**src/design/bridge_status_pkg.sv**
```systemverilog
// Constants and types shared by the half-bridge status word reporter
package bridge_status_pkg;

  // Word and channel geometry
  localparam int WORD_W = 16;
  localparam int NUM_BRIDGES = 12;
  localparam int GROUP_SIZE = 6;
  localparam int FIELD_W = 2;

  // Field positions inside the status word
  localparam int OVERCURRENT_BIT = 15;
  localparam int SUPPLY_FAULT_BIT = 14;
  localparam int UNDERLOAD_BIT = 13;
  localparam int FIELD_LSB = 1;
  localparam int WARNING_BIT = 0;

  // Reset value of every status bit, pseudo-bit included
  localparam logic [WORD_W-1:0] STATUS_RESET = 16'h0000;
  localparam logic FLAG_RESET = 1'h0;

  // Per-bridge state codes
  localparam logic [FIELD_W-1:0] HB_DISABLED = 2'h0;
  localparam logic [FIELD_W-1:0] HB_OVERCURRENT = 2'h1;
  localparam logic [FIELD_W-1:0] HB_UNDERLOAD = 2'h2;
  localparam logic [FIELD_W-1:0] HB_ENABLED = 2'h3;

  // Group select value naming bridges 12..7
  localparam logic GROUP_UPPER = 1'h1;

  // Link sequencer, Gray along idle -> pseudo -> shift
  typedef enum logic [1:0] {
    LINK_IDLE = 2'h0,
    LINK_PSEUDO = 2'h1,
    LINK_SHIFT = 2'h3
  } link_state_e;

endpackage

```
**src/design/bridge_status_word_reporter.sv**
```systemverilog
// Status word builder and serial output path of the half-bridge driver
`timescale 1ns/10ps

// How it works
// RULE1: Group select of previous accepted command picks bridges 12..7 (1) or 6..1 (0).
// RULE2: Pseudo-bit ahead of bit 15 carries the latched global thermal shutdown flag.
// RULE3: Bit 15 is the latched overcurrent flag of the selected group.
// RULE4: Bit 14 is high while either driver supply is under or over voltage.
// RULE5: Bit 13 is the latched underload flag of the selected group.
// RULE6: Bits 12..1 hold six two-bit bridge fields, highest bridge in 12:11.
// RULE7: Field codes: 00 disabled, 01 overcurrent, 10 underload, 11 enabled.
// RULE8: Each field shows one condition, chosen by priority.
// RULE9: Bit 0 follows the thermal warning condition.
// RULE10: Power-on reset clears the whole status word and the pseudo-bit; the code clears latches and shifter; bits 14 and 0 follow live inputs.
// RULE11: Pseudo-bit drives serial out from select fall to first rising clock.
// RULE12: Status shifts out MSB first on each rising serial clock.
// RULE13: Serial out released whenever chip select goes high.
// RULE14: Pseudo-bit is thermal shutdown ORed with serial in, for chaining.
// RULE15: Full status word captured into the shifter when chip select falls.
module bridge_status_word_reporter (
  input wire logic ref_clk,
  input wire logic rstn,
  input wire logic chipSelectN,
  input wire logic serialClk,
  input wire logic serialIn,
  output logic serialOut,
  output logic serialOutEn,
  input wire logic channelGroupSelect,
  input wire logic statusResetPulse,
  input wire logic [bridge_status_pkg::NUM_BRIDGES-1:0] overcurrentEvent,
  input wire logic [bridge_status_pkg::NUM_BRIDGES-1:0] underloadEvent,
  input wire logic [bridge_status_pkg::NUM_BRIDGES-1:0] bridgeDriveOn,
  input wire logic thermalShutdownEvent,
  input wire logic supplyFaultLevel,
  input wire logic thermalWarningLevel,
  output logic thermalShutdownLatched,
  output logic [bridge_status_pkg::NUM_BRIDGES-1:0] overcurrentShutdownFlag,
  output logic [bridge_status_pkg::NUM_BRIDGES-1:0] underloadFlag
);

  localparam int NB = bridge_status_pkg::NUM_BRIDGES;
  localparam int GS = bridge_status_pkg::GROUP_SIZE;
  localparam int FW = bridge_status_pkg::FIELD_W;
  localparam int WW = bridge_status_pkg::WORD_W;

  // Whole module state in one record
  typedef struct packed {
    logic [1:0] csSync;
    logic [1:0] clkSync;
    logic [1:0] siSync;
    logic csPrev;
    logic clkPrev;
    logic siSample;
    logic [WW-1:0] shiftWord;
    bridge_status_pkg::link_state_e linkState;
    logic soBit;
    logic soEn;
    logic thermLatch;
    logic [NB-1:0] ocLatch;
    logic [NB-1:0] ulLatch;
  } state_s;

  state_s s_r;
  state_s s_nxt;

  logic [FW-1:0] bridgeOutputState [NB];
  logic [WW-1:0] upperWord;
  logic [WW-1:0] lowerWord;
  logic [WW-1:0] selectedWord;
  logic [NB-1:0] groupClear;
  logic csLevel;
  logic clkLevel;
  logic siLevel;
  logic csFall;
  logic csRise;
  logic clkRise;
  logic clkFall;

  // Only the second synchroniser stage is ever looked at
  assign csLevel = s_r.csSync[1];
  assign clkLevel = s_r.clkSync[1];
  assign siLevel = s_r.siSync[1];
  assign csFall = s_r.csPrev & ~csLevel;
  assign csRise = ~s_r.csPrev & csLevel;
  assign clkRise = ~s_r.clkPrev & clkLevel;
  assign clkFall = s_r.clkPrev & ~clkLevel;

  // Per-bridge priority encoding and status reset scope
  genvar gi;
  generate
    for (gi = 0; gi < NB; gi++) begin : g_bridge
      // Overcurrent outranks underload, so an underload behind it stays hidden
      always_comb begin
        if (s_r.ocLatch[gi]) begin
          bridgeOutputState[gi] = bridge_status_pkg::HB_OVERCURRENT; // see RULE8 see RULE7
        end else if (s_r.ulLatch[gi]) begin
          bridgeOutputState[gi] = bridge_status_pkg::HB_UNDERLOAD; // see RULE7
        end else if (bridgeDriveOn[gi]) begin
          bridgeOutputState[gi] = bridge_status_pkg::HB_ENABLED;
        end else begin
          bridgeOutputState[gi] = bridge_status_pkg::HB_DISABLED;
        end
      end
      // Reset request clears only the group that is selected
      assign groupClear[gi] = statusResetPulse & ((gi >= GS) == (channelGroupSelect == bridge_status_pkg::GROUP_UPPER));
    end
  endgenerate

  // Field packing, highest bridge of a group in the top field
  generate
    for (gi = 0; gi < GS; gi++) begin : g_field
      assign upperWord[bridge_status_pkg::FIELD_LSB + FW*gi +: FW] = bridgeOutputState[GS + gi]; // see RULE6
      assign lowerWord[bridge_status_pkg::FIELD_LSB + FW*gi +: FW] = bridgeOutputState[gi]; // see RULE6
    end
  endgenerate

  // Group summary flags and global flags
  assign upperWord[bridge_status_pkg::OVERCURRENT_BIT] = |s_r.ocLatch[NB-1:GS]; // see RULE3
  assign lowerWord[bridge_status_pkg::OVERCURRENT_BIT] = |s_r.ocLatch[GS-1:0]; // see RULE3
  assign upperWord[bridge_status_pkg::SUPPLY_FAULT_BIT] = supplyFaultLevel; // see RULE4
  assign lowerWord[bridge_status_pkg::SUPPLY_FAULT_BIT] = supplyFaultLevel; // see RULE4
  assign upperWord[bridge_status_pkg::UNDERLOAD_BIT] = |s_r.ulLatch[NB-1:GS]; // see RULE5
  assign lowerWord[bridge_status_pkg::UNDERLOAD_BIT] = |s_r.ulLatch[GS-1:0]; // see RULE5
  assign upperWord[bridge_status_pkg::WARNING_BIT] = thermalWarningLevel; // see RULE9
  assign lowerWord[bridge_status_pkg::WARNING_BIT] = thermalWarningLevel; // see RULE9

  // Group select comes from the last accepted command register
  assign selectedWord = (channelGroupSelect == bridge_status_pkg::GROUP_UPPER) ? upperWord : lowerWord; // see RULE1

  // Next-state logic for synchronisers, fault latches and the link
  always_comb begin
    s_nxt = s_r;
    s_nxt.csSync = {s_r.csSync[0], chipSelectN};
    s_nxt.clkSync = {s_r.clkSync[0], serialClk};
    s_nxt.siSync = {s_r.siSync[0], serialIn};
    s_nxt.csPrev = csLevel;
    s_nxt.clkPrev = clkLevel;

    // Latches: a fault arriving with the clear still sets the flag
    // Thermal latch is global, so any status reset clears it whatever the group
    s_nxt.thermLatch = thermalShutdownEvent | (s_r.thermLatch & ~statusResetPulse);
    s_nxt.ocLatch = overcurrentEvent | (s_r.ocLatch & ~groupClear);
    s_nxt.ulLatch = underloadEvent | (s_r.ulLatch & ~groupClear);

    // Frame sequencer
    case (s_r.linkState)
      bridge_status_pkg::LINK_IDLE: begin
        if (csFall) begin
          s_nxt.shiftWord = selectedWord; // see RULE15
          s_nxt.linkState = bridge_status_pkg::LINK_PSEUDO;
        end
      end
      bridge_status_pkg::LINK_PSEUDO: begin
        if (csRise) begin
          s_nxt.linkState = bridge_status_pkg::LINK_IDLE; // see RULE13
        end else if (clkRise) begin
          s_nxt.linkState = bridge_status_pkg::LINK_SHIFT; // see RULE11
        end
      end
      bridge_status_pkg::LINK_SHIFT: begin
        if (csRise) begin
          s_nxt.linkState = bridge_status_pkg::LINK_IDLE; // see RULE13
        end else begin
          // Serial in is taken at the falling edge, moved in at the rising one
          if (clkFall) begin
            s_nxt.siSample = siLevel;
          end
          if (clkRise) begin
            s_nxt.shiftWord = {s_r.shiftWord[WW-2:0], s_r.siSample}; // see RULE12
          end
        end
      end
      default: begin
        s_nxt.linkState = bridge_status_pkg::LINK_IDLE;
      end
    endcase

    // Output pin, registered; chained serial in flows through after 16 bits
    s_nxt.soEn = (s_nxt.linkState != bridge_status_pkg::LINK_IDLE); // see RULE13
    case (s_nxt.linkState)
      bridge_status_pkg::LINK_PSEUDO: begin
        s_nxt.soBit = s_r.thermLatch | siLevel; // see RULE2 see RULE14 see RULE11
      end
      bridge_status_pkg::LINK_SHIFT: begin
        s_nxt.soBit = s_nxt.shiftWord[WW-1]; // see RULE12
      end
      default: begin
        s_nxt.soBit = bridge_status_pkg::FLAG_RESET;
      end
    endcase
  end

  // State register; reset stands for logic supply power-on
  always_ff @(posedge ref_clk or negedge rstn) begin
    if (!rstn) begin
      // Synchronisers start at the idle pin levels, so no false edge follows reset
      s_r.csSync <= 2'h3;
      s_r.clkSync <= 2'h0;
      s_r.siSync <= 2'h0;
      s_r.csPrev <= 1'h1;
      s_r.clkPrev <= 1'h0;
      s_r.siSample <= bridge_status_pkg::FLAG_RESET;
      s_r.shiftWord <= bridge_status_pkg::STATUS_RESET; // see RULE10
      s_r.linkState <= bridge_status_pkg::LINK_IDLE;
      s_r.soBit <= bridge_status_pkg::FLAG_RESET;
      s_r.soEn <= 1'h0;
      s_r.thermLatch <= bridge_status_pkg::FLAG_RESET; // see RULE10
      s_r.ocLatch <= {NB{bridge_status_pkg::FLAG_RESET}}; // see RULE10
      s_r.ulLatch <= {NB{bridge_status_pkg::FLAG_RESET}}; // see RULE10
    end else begin
      s_r <= s_nxt;
    end
  end

  // Pin and fault outputs straight from flops
  assign serialOut = s_r.soBit;
  assign serialOutEn = s_r.soEn;
  assign thermalShutdownLatched = s_r.thermLatch;
  assign overcurrentShutdownFlag = s_r.ocLatch;
  assign underloadFlag = s_r.ulLatch;

endmodule

```
**config.mk**
```make
export PLATFORM = sky130hd
export DESIGN_NAME = bridge_status_word_reporter
export DESIGN_NICKNAME = d
export VERILOG_FILES = /design/src/design/bridge_status_pkg.sv /design/src/design/bridge_status_word_reporter.sv
export SDC_FILE = /design/constraint.sdc
export NUM_CORES = 1
export LEC_CHECK = 0
export BUFFER_PORTS_ARGS = -buffer_cell sky130_fd_sc_hd__buf_2
export CORE_MARGIN = 1.5
export CORE_UTILIZATION = 40
export CTS_CLUSTER_SIZE = 12
export DETAILED_ROUTE_END_ITERATION = 12
export HOLD_SLACK_MARGIN = 0.03
export SYNTH_ARGS = -nofsm -noshare
export SYNTH_HDL_FRONTEND = slang
export SYNTH_SLANG_ARGS = --single-unit
```
**constraint.sdc**
```tcl
create_clock -name ref_clk -period 2.8 [get_ports ref_clk]
set_input_delay 0.42 -clock ref_clk [delete_from_list [all_inputs] [get_ports ref_clk]]
set_output_delay 0.42 -clock ref_clk [all_outputs]
set_load 0.02 [all_outputs]
```
**Word-level counts from Yosys, hierarchy flattened**

Index checks and enable logic that the tools add are counted.

- Register bits after elaboration: 54
- Output and inout port bits: 27
- Word-level logic and storage cells: 97

- Equality and inequality tests: 7
- Mux-type cells: 46
- Bitwise operators: 21
- Reduce and logical (&&, ||, !) cells: 9

Operators by type and width:

| operator | number |
|---|---|
| $mux W2 | 39 |
| $mux W16 | 3 |
| $pmux W16 S2 | 1 |
| $and A12 B12 Y12 | 2 |
| $or A12 B12 Y12 | 2 |
| $reduce_or A6 Y1 | 4 |
| $mux W18 | 1 |
| $not A12 Y12 | 1 |
| $and A1 B1 Y1 | 7 |
| $not A1 Y1 | 7 |
| $ne A2 B2 Y1 const B | 3 |
| $pmux W2 S3 | 1 |
| $eq A2 B1 Y1 const B | 2 |
| $eq A2 B2 Y1 const B | 2 |
| $reduce_and A4 Y1 | 1 |
| $reduce_bool A2 Y1 | 2 |
| $reduce_and A3 Y1 | 1 |
| $logic_not A2 Y1 | 1 |
| $or A1 B1 Y1 | 2 |
| $pmux W1 S2 | 1 |

**Logic depth before layout (Yosys ltp)**

- Word-level depth: 8
- Mapped depth: 9

**Worst setup path before layout**

No wires, ideal clock.

- Path kind: register -> register
- Start: register s_r[27] (netlist bit)
- End: register s_r, in the netlist serialOut
- Library setup time: 0.067 ns
- Arrival time: 1.674 ns
- Required time: 2.733 ns
- Slack: 1.060 ns
- Stages on the path, launching flop included: 8
- Path buffers: 1
- Period minus slack after synthesis: 1.740 ns
- Path through: dfrtp_1 -> inv_1 -> ha_1 -> buf_2 -> nand3b_1 -> or4_1 -> o2111ai_1 -> o311a_1

RTL lines:

| what | line | text |
|---|---|---|
| start, declared | bridge_status_word_reporter.sv:63 | `state_s s_r;` |
| start signal, assigned | bridge_status_word_reporter.sv:211 | `s_r <= s_nxt;` |

==> reports/summary.txt <==
Die Area = 0.00711 mm²
flops & latches, synth = 54
unrepaired setup endpoints after global routing = no
aggregate routed wire length = 6220 µm
length of the first detailed-routing pass in iterations = 4
status = finished, final reports clean
post-route DRC violation count = 0
number of synthesis warnings = 0
DP HPWL = 4690 µm
synthesized area per cell = 10.2 µm²
worst setup slack after layout = 794 ps
overall fraction of global-route tracks in use = 18.3%
synthesized instance count = 260
Pwr Total = 2260 µW
via count of the first global-routing pass = 2,099
commonest register cell after synthesis = sky130_fd_sc_hd__dfrtp_1
routed via count = 2,049
total gr overflow = 0
count of flip-flops with a built-in enable after synthesis = 0
final critical delay including setup and external delays = 2010 ps
Period Utilization, post-route = 71.6%
most numerous cell in the Yosys netlist = sky130_fd_sc_hd__dfrtp_1
Vias per Instance = 5.28
Leakage Power = 0.00142 µW
antenna diode count = 0
worst-path fanout max = 11
CTS Root Cell = sky130_fd_sc_hd__clkbuf_8
transition time at the pin with the least slew margin = 658 ps
kind of path behind the tightest hold check = in2async
required time of the worst setup path = 3050 ps
initial antenna violation count = 0
CP arrival = 2260 ps
clock insertion delay at the later pin of the skew report = 310 ps
number of pins exceeding their max-slew limit in the final report = 0
Post-CTS Setup Repair Bufs = 0
area of combinational cells with multiple inputs = 1000 µm²
I/O pins = 73
areal power density over the cells = 748 mW/mm²
number of failing setup endpoints in the final timing report = 0
number of clock buffers inserted by TritonCTS = 5
first-pass GRT wire length = 10,300 µm
fraction of final layout cells sized beyond drive strength 1 = 29.6%
CTS tree = built
total number of clock tree sinks = 54
maximum clock insertion buffer count = 2
master of the slowest instance on the critical path = sky130_fd_sc_hd__or4_1
category of the worst setup path launch point = register
cell area after layout = 0.00303 mm²
count of final hold-check violations = 0
largest net degree at the start of global routing = 29
Iter 0 DRT Violations = 112
final-stage net count = 360
remaining number of nets flagged by the antenna check after routing = 0
number of levels in the clock H-tree = 2
unique cell type count in the Yosys netlist = 39
vertical extent of the die = 84.3 µm
largest cells by area after synthesis = sky130_fd_sc_hd__dfrtp_1 (48%), sky130_fd_sc_hd__a21o_1 (7.4%), sky130_fd_sc_hd__buf_4 (6.8%)
worst clock skew = 3.89 ps
critical path's largest stage delay = 570 ps
post-route worst hold slack = 129 ps
post-CTS resize count = 0
cell area after synthesis = 0.00264 mm²
routed wire length per instance = 16.0 µm
maximum achievable frequency = 499 MHz
Syn Nets = 310
CP Capture Type = register
Final Wtd Congestion = 0.849
sequential cell area in the final layout = 0.00136 mm²
path type of the worst setup path = reg2reg
fraction of post-synthesis cell area in the top cell type by area = 48.3%
ordered list of cells on the worst path = inv_1 -> ha_1 -> nand3b_1 -> or4_1 -> o2111ai_1 -> o311a_1
placed standard-cell area = 0.00293 mm²
cell taking the most area after synthesis = sky130_fd_sc_hd__dfrtp_1
FP Rows = 29
filler instances = 642
CTS Hold Buffers Added = 0
proportion of register bits with asynchronous set or reset after synthesis = 100%
total core area = 0.00639 mm²
Synth-to-Final Area Change = 14.5%
width of the chip = 84.3 µm
worst rel slew slack = 56.1%
worst setup slack before clock tree synthesis = 812 ps
Worst R2R Setup Slack = 790 ps
Commonest cells post-synth = sky130_fd_sc_hd__dfrtp_1 (51), sky130_fd_sc_hd__a21o_1 (26), sky130_fd_sc_hd__buf_4 (24)
IR Drop Worst-Case VDD = 0.299 mV
proportion of synthesized chip area in sequential cells = 51.3%
clock transition at the registers of the reported paths = 100 ps
Initial Util = 41.4%
count of port buffers added during placement = 72
max-cap check violation count = 0
final sum of negative setup slack = 0 ps
==> flip-flops by register name, summed over array words and instances, names as in the netlist <==
| register | count |
|---|---|
| serialOut | 1 |
| thermalShutdownLatched | 1 |
| underloadFlag | 12 |
| clkLevel | 1 |
| s_nxt | 3 |
| serialOutEn | 1 |
| overcurrentShutdownFlag | 12 |
| s_r | 22 |
| csLevel | 1 |
==> worst max-delay path: cells and delay by family, from the launching register on <==
kind / cells / cell delay (ps)
adders and majority gates: 1 / 400
AOI/OAI and AO/OA: 2 / 310
buffers and inverters: 1 / 100
DFF: 1 / 430
and+or+nand+nor: 2 / 710
==> cell families (layout without fill, tap and decap cells) <==
group                    Yosys count  count (layout)  synth area share (%)
multiplexers                       2               2                 0.805
AND/OR/NAND/NOR                   56              56                  10.6
flip-flops                        54              54                  51.3
adder cells (fa/ha/maj)            4               4                  1.89
buffers and inverters             52             103                  10.9
AO/OA/AOI/OAI                     92              92                  24.5
==> path summary, 6_finish.rpt <==
| path | from | end | cells after the start |
|---|---|---|---|
| min reg2reg | s_nxt[51]$_DFF_PN0_ | clkLevel$_DFF_PN0_ | 0 |
| min | rstn | underloadFlag[8]$_DFF_PN0_ | 1 |
| max reg2reg | s_r[27]$_DFF_PN0_ | serialOut$_DFF_PN0_ | 6 |
| min in group ref_clk | chipSelectN | s_nxt[53]$_DFF_PN1_ | 1 |
| max in group asynchronous | rstn | csLevel$_DFF_PN1_ | 2 |
| max | s_r[27]$_DFF_PN0_ | serialOut$_DFF_PN0_ | 6 |
==> through the flow <==
| stage | cells | util [%] |
|---|---|---|
| 6_report | 388 | 47.4 |
| 3_5_place_dp | 380 | 45.9 |
| 4_1_cts | 388 | 47.4 |
| 2_1_floorplan | 260 | - |
| 5_1_grt | 388 | 47.4 |
| 3_3_place_gp | 380 | 45.9 |
==> routing by layer <==
| layer | wire length, µm | share of wire [%] | GRT usage (%) | vias to the layer above |
|---|---|---|---|---|
| li1 | - | - | - | 997 |
| met1 | 3000 | 48 | 26.7 | 994 |
| met2 | 2900 | 47 | 27.9 | 56 |
| met3 | 281 | 4.5 | 4.03 | 2 |
| met4 | 29 | 0.47 | 4.32 | 0 |
| met5 | 0 | 0 | 0 | - |
==> area by class of cell <==
| class | instances | area share (%) |
|---|---|---|
| Clock inverter | 3 | 0.951 |
| Timing Repair Buffer | 77 | 13.6 |
| Tap cell | 77 | 3.18 |
| Sequential cell | 54 | 44.8 |
| Clock buffer | 5 | 2.27 |
| Inverter | 18 | 2.23 |
| Multi-Input combinational cell | 154 | 33.0 |
==> power by group <==
part	switching, µW	internal (µW)
registers	111	940
logic	448	297
clock network	280	188
==> cells in the final DEF, fill, tap and decap left out, types with 4 or more instances in the layout <==
cell / count
sky130_fd_sc_hd__inv_1: 18
sky130_fd_sc_hd__dfrtp_1: 51
sky130_fd_sc_hd__nor2_1: 11
sky130_fd_sc_hd__a21o_1: 26
sky130_fd_sc_hd__buf_4: 4
sky130_fd_sc_hd__a211oi_1: 4
sky130_fd_sc_hd__o31ai_1: 7
sky130_fd_sc_hd__o211ai_1: 5
sky130_fd_sc_hd__a21oi_1: 4
sky130_fd_sc_hd__buf_2: 72
sky130_fd_sc_hd__ha_1: 4
sky130_fd_sc_hd__a22oi_1: 10
sky130_fd_sc_hd__a31oi_1: 5
sky130_fd_sc_hd__o21ai_0: 20
sky130_fd_sc_hd__clkbuf_8: 5
sky130_fd_sc_hd__nand2b_1: 6
sky130_fd_sc_hd__nand2_1: 20
sky130_fd_sc_hd__a32oi_1: 4
(Power assumes the default switching activity.)
